[src/sbi_pkg.sv]
package sbi_pkg;
  localparam int ADW = 16;
  localparam int SEGW = 7;
  localparam int STW = 4;
  localparam int FIFO_DEPTH = 8;
  // Cycle status codes
  localparam logic [3:0] ST_INTERNAL = 4'h0;
  localparam logic [3:0] ST_RESET = 4'h1;
  localparam logic [3:0] ST_NMI_ACK = 4'h5;
  localparam logic [3:0] ST_PLAIN_ACK = 4'h6;
  localparam logic [3:0] ST_VEC_ACK = 4'h7;
  localparam logic [3:0] ST_IO = 4'h2;
  localparam logic [3:0] ST_DATA = 4'hA;
  localparam logic [3:0] ST_TRAP = 4'h4;
  localparam logic [3:0] ST_ABORT = 4'h3;
  localparam logic BYTE_LEVEL = 1'b1;
  localparam logic WORD_LEVEL = 1'b0;
  localparam logic [15:0] ADDR_RESET = 16'h0000;
  localparam logic [6:0] SEG_RESET = 7'h00;

  typedef struct packed {
    logic isWrite;
    logic isIo;
    logic isByte;
    logic sysMode;
    logic [SEGW-1:0] segment;
    logic [ADW-1:0] offset;
    logic [ADW-1:0] wdata;
  } sbi_req_s;

  typedef struct packed {
    logic [ADW-1:0] rdata;
    logic aborted;
  } sbi_rsp_s;

  typedef enum logic [7:0] {
    S_IDLE = 8'h01,
    S_ADDR = 8'h02,
    S_ASEND = 8'h04,
    S_DATA = 8'h08,
    S_DSEND = 8'h10,
    S_GRANT = 8'h20,
    S_INTACK = 8'h40,
    S_STOPPED = 8'h80
  } sbi_state_e;

  typedef enum logic [3:0] {
    IRQ_NONE = 4'h0,
    IRQ_NMI = 4'h1,
    IRQ_VEC = 4'h2,
    IRQ_PLAIN = 4'h4,
    IRQ_TRAP = 4'h8
  } sbi_irq_e;
endpackage

[src/sbi_fifo.sv]
`timescale 1ns/1ps
module sbi_fifo #(
  parameter int WIDTH = 8,
  parameter int DEPTH = 8
) (
  input wire logic clock,
  input wire logic resetn,
  input wire logic [WIDTH-1:0] inData,
  input wire logic inValid,
  output logic inReady,
  output logic [WIDTH-1:0] outData,
  output logic outValid,
  input wire logic outReady
);
  localparam int AW = $clog2(DEPTH);
  if (DEPTH < 2 || (1 << AW) != DEPTH || WIDTH < 1) begin : g_badParams
    $error("sbi_fifo needs a power-of-two depth and a nonzero width");
  end
  logic [WIDTH-1:0] mem [DEPTH];
  logic [AW:0] wrPtr, rdPtr, next_wrPtr, next_rdPtr;
  logic doWrite, doRead, next_inReady;

  assign outValid = wrPtr != rdPtr;
  assign outData = mem[rdPtr[AW-1:0]];
  assign doWrite = inValid && inReady;
  assign doRead = outValid && outReady;

  always_comb begin
    next_wrPtr = doWrite ? wrPtr + (AW+1)'(1) : wrPtr;
    next_rdPtr = doRead ? rdPtr + (AW+1)'(1) : rdPtr;
    // Registered full flag, so the upstream ready comes from a flop
    next_inReady = (next_wrPtr - next_rdPtr) != (AW+1)'(DEPTH);
  end

  always_ff @(posedge clock) begin
    if (!resetn) begin
      wrPtr <= '0;
      rdPtr <= '0;
      inReady <= 1'b1;
    end else begin
      wrPtr <= next_wrPtr;
      rdPtr <= next_rdPtr;
      inReady <= next_inReady;
    end
    if (doWrite) begin
      mem[wrPtr[AW-1:0]] <= inData;
    end
  end
endmodule

[src/sbi_bus_interface.sv]
`timescale 1ns/1ps
// Function
// - Shared lines carry address first, then data
// - Address valid at address strobe rise
// - Data valid at data strobe rise
// - Grant low only once off the bus
// - Memory cycle output marks memory address
// - NMI on falling edge, highest priority
// - Plain interrupt starts non-vectored handling
// - Vectored interrupt starts vectored handling
// - Wait input stretches the data transfer
// - Abort stops current instruction early
// - Page fault trap interrupts the processor
// - Segment fault trap interrupts the processor
// - Segment number driven for each access
// - Four status lines encode cycle kind
// - Stop input holds for single stepping
// - Reset returns device to reset state
// - Read/write output shows transfer direction
// - Byte/word output shows quantity size
// - Normal/system output shows operating mode
// - Chain input and output join daisy chain
// - Byte/word low for word, high byte
// - Seven segment lines, 128 segments
module sbi_bus_interface
  import sbi_pkg::*;
#(
  parameter int FIFO_D = FIFO_DEPTH
) (
  input wire logic clock,
  input wire logic resetn,
  input wire sbi_req_s reqData,
  input wire logic reqValid,
  output logic reqReady,
  output sbi_rsp_s rspData,
  output logic rspValid,
  output logic [3:0] irqTaken,
  output logic [15:0] addrDataOut,
  output logic addrDataOe,
  input wire logic [15:0] addrDataIn,
  output logic addr_strobe_n,
  output logic addrStrobeOe,
  output logic data_strobe_n,
  output logic dataStrobeOe,
  output logic memory_cycle_n,
  output logic memCycleOe,
  output logic readWrite,
  output logic rwOe,
  output logic byteWord,
  output logic bwOe,
  output logic normalSystem,
  output logic [6:0] segment_number,
  output logic segOe,
  output logic [3:0] cycle_status_code,
  output logic bus_grant_n,
  input wire logic bus_request_n,
  input wire logic wait_n,
  input wire logic nmi_n,
  input wire logic plain_irq_n,
  input wire logic vector_irq_n,
  input wire logic abort_n,
  input wire logic page_fault_trap_n,
  input wire logic seg_fault_trap_n,
  input wire logic stop_n,
  input wire logic chain_in_n,
  output logic chain_out_n,
  input wire logic chainRequest
);
  if (FIFO_D < 2) begin : g_badDepth
    $error("Request queue depth too small");
  end
  localparam int REQW = $bits(sbi_req_s);

  sbi_state_e state, next_state;
  sbi_req_s cur, next_cur;
  sbi_req_s fifoOut;
  logic fifoValid, fifoPop;
  logic nmiPrev, nmiPend, next_nmiPend, next_nmiPrev, nmiEdge, nmiServe;
  logic [15:0] next_adOut;
  logic next_adOe, next_addrStrobe, next_dataStrobe, next_memCycle, next_rw, next_bw, next_ns, next_busOe;
  logic [6:0] next_seg;
  logic [3:0] next_st, next_irq;
  logic next_grant, next_rspValid, next_chainOut;
  sbi_rsp_s next_rsp;
  logic busOe;

  sbi_fifo #(.WIDTH(REQW), .DEPTH(FIFO_D)) reqFifo (
    .clock(clock),
    .resetn(resetn),
    .inData(reqData),
    .inValid(reqValid),
    .inReady(reqReady),
    .outData(fifoOut),
    .outValid(fifoValid),
    .outReady(fifoPop)
  );

  assign addrStrobeOe = busOe;
  assign dataStrobeOe = busOe;
  assign memCycleOe = busOe;
  assign rwOe = busOe;
  assign bwOe = busOe;
  assign segOe = busOe;

  assign nmiEdge = nmiPrev & ~nmi_n;

  always_comb begin
    next_state = state;
    next_cur = cur;
    fifoPop = 1'b0;
    nmiServe = 1'b0;
    next_adOut = addrDataOut;
    next_adOe = addrDataOe;
    next_addrStrobe = 1'b1;
    next_dataStrobe = 1'b1;
    next_memCycle = memory_cycle_n;
    next_rw = readWrite;
    next_bw = byteWord;
    next_ns = normalSystem;
    next_seg = segment_number;
    next_st = cycle_status_code;
    next_irq = 4'h0;
    next_grant = bus_grant_n;
    next_busOe = busOe;
    next_rspValid = 1'b0;
    next_rsp = rspData;
    case (state)
      S_IDLE: begin
        next_memCycle = 1'b1;
        next_st = ST_INTERNAL;
        next_adOe = 1'b1;
        if (!bus_request_n) begin
          // Release pins first; grant follows a cycle later
          next_busOe = 1'b1;
          next_state = S_GRANT;
        end else if (nmiPend || nmiEdge) begin
          // A fresh edge is served at once, ahead of trap and interrupt levels; a bus request still wins and the edge stays pending
          nmiServe = 1'b1;
          next_irq = IRQ_NMI;
          next_st = ST_NMI_ACK;
          next_state = S_INTACK;
        end else if (!page_fault_trap_n || !seg_fault_trap_n) begin
          next_irq = IRQ_TRAP;
          next_st = ST_TRAP;
          next_state = S_INTACK;
        end else if (!vector_irq_n) begin
          next_irq = IRQ_VEC;
          next_st = ST_VEC_ACK;
          next_state = S_INTACK;
        end else if (!plain_irq_n) begin
          next_irq = IRQ_PLAIN;
          next_st = ST_PLAIN_ACK;
          next_state = S_INTACK;
        end else if (!stop_n) begin
          next_state = S_STOPPED;
        end else if (fifoValid) begin
          fifoPop = 1'b1;
          next_cur = fifoOut;
          next_adOut = fifoOut.offset;
          next_adOe = 1'b0;
          next_busOe = 1'b0;
          next_seg = fifoOut.segment;
          next_memCycle = fifoOut.isIo;
          next_rw = ~fifoOut.isWrite;
          next_bw = fifoOut.isByte ? BYTE_LEVEL : WORD_LEVEL;
          next_ns = ~fifoOut.sysMode;
          next_st = fifoOut.isIo ? ST_IO : ST_DATA;
          next_addrStrobe = 1'b0;
          next_state = S_ADDR;
        end
      end
      S_ADDR: begin
        next_addrStrobe = 1'b1;
        next_state = S_ASEND;
      end
      S_ASEND: begin
        next_adOut = cur.wdata;
        next_adOe = ~cur.isWrite;
        next_dataStrobe = 1'b0;
        next_state = S_DATA;
      end
      S_DATA: begin
        if (!abort_n) begin
          next_dataStrobe = 1'b1;
          next_rsp.aborted = 1'b1;
          next_rsp.rdata = 16'h0000;
          next_rspValid = 1'b1;
          next_st = ST_ABORT;
          next_state = S_DSEND;
        end else if (!wait_n) begin
          next_dataStrobe = 1'b0;
        end else begin
          next_dataStrobe = 1'b1;
          next_rsp.rdata = cur.isWrite ? 16'h0000 : addrDataIn;
          next_rsp.aborted = 1'b0;
          next_rspValid = 1'b1;
          next_state = S_DSEND;
        end
      end
      S_DSEND: begin
        next_adOe = 1'b1;
        next_memCycle = 1'b1;
        next_state = S_IDLE;
      end
      S_GRANT: begin
        next_grant = bus_request_n;
        if (bus_request_n && !bus_grant_n) begin
          next_grant = 1'b1;
          next_busOe = 1'b0;
          next_state = S_IDLE;
        end else if (bus_request_n) begin
          next_busOe = 1'b0;
          next_state = S_IDLE;
        end
      end
      S_INTACK: begin
        next_state = S_IDLE;
      end
      S_STOPPED: begin
        if (stop_n) next_state = S_IDLE;
      end
      default: next_state = S_IDLE;
    endcase
  end

  always_ff @(posedge clock) begin
    if (!resetn) begin
      state <= S_IDLE;
      cur <= '0;
      addrDataOut <= ADDR_RESET;
      addrDataOe <= 1'b1;
      addr_strobe_n <= 1'b1;
      data_strobe_n <= 1'b1;
      memory_cycle_n <= 1'b1;
      readWrite <= 1'b1;
      byteWord <= WORD_LEVEL;
      normalSystem <= 1'b0;
      segment_number <= SEG_RESET;
      cycle_status_code <= ST_RESET;
      irqTaken <= 4'h0;
      bus_grant_n <= 1'b1;
      busOe <= 1'b0;
      rspValid <= 1'b0;
      rspData <= '0;
    end else begin
      state <= next_state;
      cur <= next_cur;
      addrDataOut <= next_adOut;
      addrDataOe <= next_adOe;
      addr_strobe_n <= next_addrStrobe;
      data_strobe_n <= next_dataStrobe;
      memory_cycle_n <= next_memCycle;
      readWrite <= next_rw;
      byteWord <= next_bw;
      normalSystem <= next_ns;
      segment_number <= next_seg;
      cycle_status_code <= next_st;
      irqTaken <= next_irq;
      bus_grant_n <= next_grant;
      busOe <= next_busOe;
      rspValid <= next_rspValid;
      rspData <= next_rsp;
    end
  end

  // Set wins: an edge arriving while an older one is served stays pending
  always_comb begin
    next_nmiPrev = nmi_n;
    if (nmiServe) begin
      next_nmiPend = nmiPend & nmiEdge;
    end else begin
      next_nmiPend = nmiPend | nmiEdge;
    end
  end

  // Previous level starts high, so an NMI line held low at release of reset counts as an edge
  always_ff @(posedge clock) begin
    if (!resetn) begin
      nmiPrev <= 1'b1;
      nmiPend <= 1'b0;
    end else begin
      nmiPrev <= next_nmiPrev;
      nmiPend <= next_nmiPend;
    end
  end

  always_comb begin
    next_chainOut = ~(chainRequest & ~chain_in_n);
  end

  always_ff @(posedge clock) begin
    if (!resetn) begin
      chain_out_n <= 1'b1;
    end else begin
      chain_out_n <= next_chainOut;
    end
  end
endmodule

[config.mk]
export PLATFORM = sky130hd
export DESIGN_NAME = sbi_bus_interface
export DESIGN_NICKNAME = d
export VERILOG_FILES = /design/src/sbi_pkg.sv /design/src/sbi_fifo.sv /design/src/sbi_bus_interface.sv
export SDC_FILE = /design/constraint.sdc
export NUM_CORES = 1
export LEC_CHECK = 0
export BUFFER_PORTS_ARGS = -buffer_cell sky130_fd_sc_hd__buf_2
export CAP_MARGIN = 20
export CORE_MARGIN = 2
export CORE_UTILIZATION = 55
export DETAILED_ROUTE_END_ITERATION = 16
export MAX_ROUTING_LAYER = met4
export PLACE_DENSITY = 0.74
export SLEW_MARGIN = 10
export SYNTH_ARGS = -nofsm -noshare
export SYNTH_HDL_FRONTEND = slang
export SYNTH_HIERARCHICAL = 1
export SYNTH_SLANG_ARGS = --single-unit
[constraint.sdc]
create_clock -name clock -period 7.3 [get_ports clock]
set_input_delay 1.095 -clock clock [delete_from_list [all_inputs] [get_ports clock]]
set_output_delay 1.095 -clock clock [all_outputs]
set_load 0.02 [all_outputs]
==> results of run 1 <==
[tightest hold or removal path, stage by stage (launching register included)]
cell and delay, ps:
dfxtp_1 300, nand2_1 50, a21oi_1 50
[per-layer routing]
metal	share of wire (%)	global-route usage, %	wire, µm	vias to the layer above
met1	43	30.41	15200	4695
met4	2.4	6.439	864	0
li1	-	-	-	4036
met3	5.5	3.768	1940	64
met5	0	-	0	-
met2	49	36.40	17300	315
[report_power, final]
group	internal, µW	switching [µW]	leakage, µW
clock	1300	905	0.000716
sequential	2770	22.7	0.00389
combinational	98.6	168	0.00197
[kinds of logic after synthesis]
| kind of cell | count (synthesis) |
|---|---|
| flip-flops | 439 |
| AND/OR/NAND/NOR | 187 |
| adder cells (fa/ha/maj) | 6 |
| multiplexers | 132 |
| AO/OA/AOI/OAI | 105 |
| buffers and inverters | 67 |
| XOR/XNOR | 11 |
[how the worst max path moves through the flow]
stage	start	endpoint	slack, ps	cells past startpoint
finish	page_fault_trap_n	reqFifo/inReady	3810	14
global route	reqFifo/rdPtr[0]	reqFifo/inReady	3480	13
CTS	reqFifo/rdPtr[0]	reqFifo/inReady	3770	13
detailed placement	page_fault_trap_n	reqFifo/inReady	3330	14
global placement	page_fault_trap_n	reqFifo/inReady	3440	14
floorplan	reqValid	reqFifo/mem[0][0]	2360	3
[flip-flops by register name, indices dropped and copies added, names as in the netlist, 4 cells and up]
register,flops
addrDataOut,16
cur,17
cycle_status_code,4
irqTaken,4
reqFifo/mem,344
reqFifo/rdPtr,4
reqFifo/wrPtr,4
rspData,17
segment_number,7
state,8
[Yosys cell counts, drive strengths merged, types with 6 or more instances]
library cell	count	area (µm²)
o21ai	8	40.03
dfxtp	95	1902
nor2	28	105.1
nand3	10	72.57
nor3	7	35.03
a31o	16	140.1
and2	6	37.54
nor2b	8	50.05
mux4	86	1937
buf	30	246.5
mux2	44	525.5
a21oi	31	155.2
edfxtp	344	10330
clkbuf	27	101.4
nand2	92	345.3
xnor2	8	70.07
nand2b	6	37.54
nand4	6	43.79
a2111oi	16	140.1
inv	10	37.54
a22o	16	140.1
[through the flow]
step | hold WS, ps | setup slack, ps
after floorplan | 432.1 | 2357
after CTS | 454.4 | 3767
after detailed placement | 447.6 | 3331
after global routing | 472.6 | 3484
after global placement | 439.4 | 3442
final | 450.6 | 3807
[layout make-up]
type,instances,area share (%)
flip-flops and latches,439,63.06
multi-input cells,441,22.71
clock buffers,56,6.163
repair buffers,151,4.074
well taps,396,2.553
clock inverters,24,1.205
inverters,10,0.1934
diodes,3,0.03868
==> impl_results.md, run 1 <==
* Outcome: completed
* Top FF cell, synth: edfxtp_1
* H-tree Lvls at 2
* Worst EP arrival at between 3000 and 4000 ps
* Pwr/cell area at about 270 nW/µm²
* TritonCTS clock tree: done
* Pleak at about 0.0066 µW
* Detailed Routing Iterations Pass 1 at 5
* Crit start category: input port
* CP Buf/Inv Count at 3
* Clock Tree Root: clkbuf_16
* Ys async rst share at 0%
* Initial antenna violation count at 3
* Initial Util at 55.62%
* Placed insts at 1437
* Fraction of the mapped netlist area in adder cells at 0.4276%
* Compound-cell area share of the yosys netlist at 4.520%
* Via Count at roughly 9000
* Clock buffer depth at 3
* Final Slew Violations at 0
* Hold buffer count at CTS at 0
* Routability Congestion at 0.8437
* Post-synthesis sequential area ratio at 72.08%
* Worst-path cell chain: buf_2 -> nand2_1 -> nor3_1 -> nand4_1 -> inv_1 -> inv_1 -> a41o_1 -> mux2i_1 -> ha_1 -> nand2b_1 -> xnor2_1 -> nand4_1 -> and3b_1 -> mux2i_1
* Post-synthesis net count at 1025
* Antenna Violating Nets Remaining at 0
* TritonCTS Buffers at between 40 and 50
* Total Wirelength at around 35000 µm
* Largest fanout on the critical path at 8
* Die Y at around 180 µm
* Post-synth EDFFs at 344
* First-pass GRT wire length at 54360 µm
* Remaining Overflow, GRT at 0
* WP data required at 7700 ps
* Cell family with most CP delay: simple AND/OR/NAND/NOR gates
* Min-delay worst type: register to register
* Synth cell types at 60
* HPWL Detailed at between 20000 and 25000 µm
* Clk sinks at 439
* Placeable Area at 30510 µm²
* TNS Setup at 0 ps
* Layout Cells excl Fill at between 1500 and 2000
* Syn_area_per_cell at around 18 µm²
* Slew HR at 30.62%
* Final Skew at 24.77 ps
* R2r startpoint: state[7]
* Critical Path End Type: register
* Post-Synthesis Cells at ~950
* Area of the multi-input gates at 4408 µm²
* Max-cap check violation count at 0
* Share of cells above drive strength 1 at 33.63%
* Largest family of logic cells by synthesized area: multiplexers
* Final Hold Fails at 0
* Area grow syn2layout at 14.38%
* Final Cycle Share at 47.85%
* RSZ-0062 raised after global routing: no
* Input/output buffers at 137
* GRT Total Usage at 22.67%
* R2R cell count at 13
* Wire length per cell at between 20 and 25 µm
* Hold path endpoint: segment_number[5]
* DRC viols at 0
* Total Power at 5265 µW
* DP Area at approximately 18000 µm²
* Crit path kind: input port to register
* Mux contribution to synthesized area at between 10 and 15%
* CP max-delay cell: nor3_1
* CTS clock-pin slew for the worst setup and hold paths at 60 ps
* Design Area, Final at 19410 µm²
* Die area at 32280 µm²
* Worst path max stage delay at ~620 ps
* Hold path start: segment_number[5]
* Hold Crit Depth at 2
* Most frequent cells in the layout: 344 x edfxtp_1, 137 x buf_2, 92 x nand2_1, 92 x dfxtp_1, 86 x mux4_2
* Final setup violation count at 0
* Xor-xnor portion of the synthesized cell area at 0.5677%
* Io pins at 138
* Vias in the first global route at between 9000 and 10000
* Rows at 64
* Final #Nets at 1164
* Worst R2R Setup Slack at 3810 ps
* Largest net degree at the start of global routing at 51
* Register bit count reported by yosys at 439
* YS warnings at 6
* Worst Max-Slew Pin Slew at 1037 ps
* Post-CTS sizing at 0
* Post-synthesis simple-gate area fraction at 5.508%
* Commonest non-fill, non-tap cell in the layout: edfxtp_1
* Clk_lat worst skew at about 550 ps
* Layout fillers at 2126
* Horiz. Die Dim at 179.7 µm
* Max VDD drop at 0.0001994 V
* Fmax at 286.3 MHz
* Worst R2R End: reqFifo/inReady
* DR iter-0 viols at between 700 and 800
* Final Critical Period at about 3500 ps
* Post-Route Utilization at 63.62%
* Setup bufs post-CTS at 0
* Via density at 5.993
* Register area at roughly 12000 µm²
* Synth Cell Area at 16970 µm²
No activity file was read; power rests on OpenSTA's default activity.
==> inputs of run 2 (changes only) <==
- ABC_AREA: unset -> 1
- CORE_UTILIZATION: 55 -> 54
- PLACE_DENSITY: 0.74 -> 0.76
- clock period: 7.3 -> 3.2 ns (I/O delays scaled with it)
==> impl_results.md, run 2 <==
* Max FFs per register at 344 (unchanged)
* Final Skew at 23.02 ps (-1.752 ps)
* DRC viols at 0 (unchanged)
* Detailed Routing Iterations Pass 1 at 7 (+2)
* Placeable Area at 32370 µm² (+6.1%)
* Worst path max stage delay at 370 ps (-250 ps)
* Post-synthesis sequential area ratio at 69.33% (-2.7 points)
* Input/output buffers at 137 (unchanged)
* P_sw at 2614 µW (+140%)
* Ys async rst share at 0% (unchanged)
* Final setup violation count at 0 (unchanged)
* Worst EP arrival at 3210 ps (-690 ps)
* Via Count at 12410 (+36%)
* Largest net degree at the start of global routing at 174 (+240%)
* Clk sinks at 439 (unchanged)
* Final Hold Fails at 0 (unchanged)
* Sequential share of power at 51.9% (-1.1 points)
* DP Worst Slack at 297.9 ps (-3033 ps)
* Most Frequent Cell on Critical Path: nand2_1
* Initial antenna violation count at 6 (+3)
* Cell with the most instances after synthesis: edfxtp_1
* GRT Total Usage at 25.17% (+2.5 points)
* Top FF cell, synth: edfxtp_1
* Final worst-path setup slack at 427.0 ps (-3380 ps)
* Clk_lat worst skew at 560 ps (about the same)
* TritonCTS clock tree: done
* Antenna Violating Nets Remaining at 0 (unchanged)
* Area grow syn2layout at 14.99%
* Post-synth EDFFs at 344 (unchanged)
* Placed insts at 2132 (+48%)
* First-pass GRT wire length at 64190 µm (+18%)
* Via density at 5.591 (-6.7%)
* Register area at 12240 µm² (about the same)
* RSZ-0062 raised after global routing: no
* Max VDD drop at 0.0004963 V (+150%)
* Remaining Overflow, GRT at 0 (unchanged)
* CTS clock-pin slew for the worst setup and hold paths at 60 ps (about the same)
* Layout fillers at 2577 (+21%)
* Critical Path End Type: register
* Die area at 34130 µm² (+5.8%)
* Most frequent cells in the layout: 344 x edfxtp_1, 313 x nand2_1, 271 x nor2_1
* Final Slew Violations at 0 (unchanged)
* H-tree Lvls at 2 (unchanged)
* List of most frequent post-synthesis cells: 344 x edfxtp_1, 313 x nand2_1, 279 x nor2_1, 173 x o21ai_0, 95 x dfxtp_1
* Crit start category: register
* Post-CTS sizing at 0 (unchanged)
* TNS Setup at 0 ps (unchanged)
* Final Cycle Share at a little under 90%
* Routability Congestion at 0.9110 (+8.0%)
* Pwr/cell area at 600.8 nW/µm² (+120%)
* HPWL Detailed at 23290 µm (+14%)
* Wire length per cell at 18.80 µm (-19%)
* Area of the multi-input gates at 4678 µm² (+6.1%)
* WP data required at 3630 ps (-4070 ps)
* Horiz. Die Dim at 184.8 µm (+2.8%)
* Final #Nets at 1814 (+56%)
* DR iter-0 viols at 1049 (+32%)
* Clock buffer depth at 3 (unchanged)
* Synth cell types at 41 (-32%)
* YS warnings at 6 (unchanged)
* Layout Cells excl Fill at 2220 (+46%)
* Die Y at 184.8 µm (+2.8%)
* Sw Share at 21.45% (+0.65 points)
* Design Area, Final at 20290 µm² (+4.5%)
* Worst Max-Slew Pin Slew at 982.1 ps (-54.87 ps)
* Hold buffer count at CTS at 0 (unchanged)
* CP Buf/Inv Count at 2 (-1)
* Setup bufs post-CTS at 0 (unchanged)
* Cell family with most CP delay: simple AND/OR/NAND/NOR gates
* Clock Tree Root: clkbuf_16
* Dominant cell type by area after synthesis: edfxtp_1
* Largest fanout on the critical path at 7 (-1)
* Post-synthesis net count at 1703 (+66%)
* Max-cap check violation count at 0 (unchanged)
* Post-Synthesis Cells at 1625 (+72%)
* Crit path kind: register to register
* Register bit count reported by yosys at 439 (unchanged)
* Combinational Power Share at 5.3% (+0.2 points)
* Slew HR at 34.29% (+3.7 points)
* DP Area at 18770 µm² (+4.5%)
* Rows at 66 (+3.1%)
* Syn_area_per_cell at 10.86 µm² (-39%)
* Io pins at 138 (unchanged)
* Outcome: completed
* TritonCTS Buffers at 44 (+2.3%)
* CP max-delay cell: dfxtp_1
* Cell internal pwr at 9575 µW (+130%)
* Largest cells by area after synthesis: edfxtp_1 59%, dfxtp_1 11%, nand2_1 6.7%
* Synth Cell Area at 17640 µm² (+4.0%)
* Commonest non-fill, non-tap cell in the layout: edfxtp_1
* Share of cells above drive strength 1 at 14.79% (-19 points)
* Pleak at 0.007899 µW (+20%)
* Min-delay worst type: input port to register
* Initial Util at 54.50% (-1.1 points)
* Clock power share at 42.8% (+0.9 points)
* Fmax at 360.6 MHz
* Vias in the first global route at 12120 (+31%)
* Total Wirelength at 41740 µm (+18%)
* Worst-path cell chain: inv_1 -> nand2_1 -> nand2_1 -> nor2_2 -> nand2_2 -> nand2_1 -> nor2_1 -> nand2_1 -> nor2_1 -> nand2_4 -> o21ai_0 -> ha_1 -> nand2_1 -> inv_1 -> a21oi_1 -> nand3_1 -> nand2_1 -> nand3_1 -> nand2_1 -> nand2_1
* Synth top area share at 58.55% (-2.3 points)
* Final Critical Period at 2773 ps
* WHS at 108.0 ps (-342.6 ps)
run 2: cell count changes after synthesis, sizes merged, moves of 44 or more:
cell   previous run  this run
inv              10        80
mux2             44         0
mux4             86         0
nand2            92       318
nand3            10        58
nor2             28       285
o21ai             8       197
o22ai             2        87
run 2: worst paths after layout:
kind / cells past startpoint / slack, ps / end / from
worst min-delay path: 2 / 110 / chain_out_n / chainRequest
worst max register to register: 20 / 430 / reqFifo/inReady / reqFifo/wrPtr[1]
worst min register to register: 2 / 470 / rspData[13] / rspData[13]
worst max-delay path: 20 / 430 / reqFifo/inReady / reqFifo/wrPtr[1]
run 2: routing by layer:
metal / vias to the layer above / GRT usage, % / wire length, µm
met5: - / - / 0
li1: 5848 / - / -
met2: 575 / 40.75 / 19860
met4: 0 / 8.730 / 1032
met3: 95 / 4.248 / 3518
met1: 5895 / 32.44 / 17330
run 2: area by class of cell:
cell class                      instances  area share (%)
Sequential cell                       439           60.32
Multi-Input combinational cell       1007           23.06
Clock buffer                           71           6.544
Timing Repair Buffer                  163           4.897
Tap cell                              442           2.726
Inverter                               81           1.530
Clock inverter                         11          0.8449
Antenna cell                            6         0.07401
run 2: power by group through the flow:
stage / clock network (µW) / registers (µW) / logic [µW]
final: 5220 / 6330 / 642
after global routing: 5520 / 6340 / 707
after CTS: 5280 / 6330 / 640
after detailed placement: 0 / 6450 / 635
after global placement: 0 / 6440 / 621
after floorplan: 0 / 6480 / 352
run 2: per-stage QoR:
| step | power [µW] | util [%] |
|---|---|---|
| 2_1_floorplan | 6831 | - |
| 3_3_place_gp | 7065 | 57.99 |
| 3_5_place_dp | 7084 | 57.99 |
| 4_1_cts | 12250 | 62.62 |
| 5_1_grt | 12560 | 62.66 |
| 6_report | 12190 | 62.67 |
run 2: cells by family (layout without fill, tap and decap cells):
group                    count (synthesis)  after routing  share of synthesized area, %
flip-flops                             439            439                         69.33
AO/OA/AOI/OAI                          310            310                         9.447
XOR/XNOR                                 5              5                        0.2908
adder cells (fa/ha/maj)                  5              5                        0.3546
other                                    0              6                             0
AND/OR/NAND/NOR                        687            687                         16.09
buffers and inverters                  179            326                         4.489
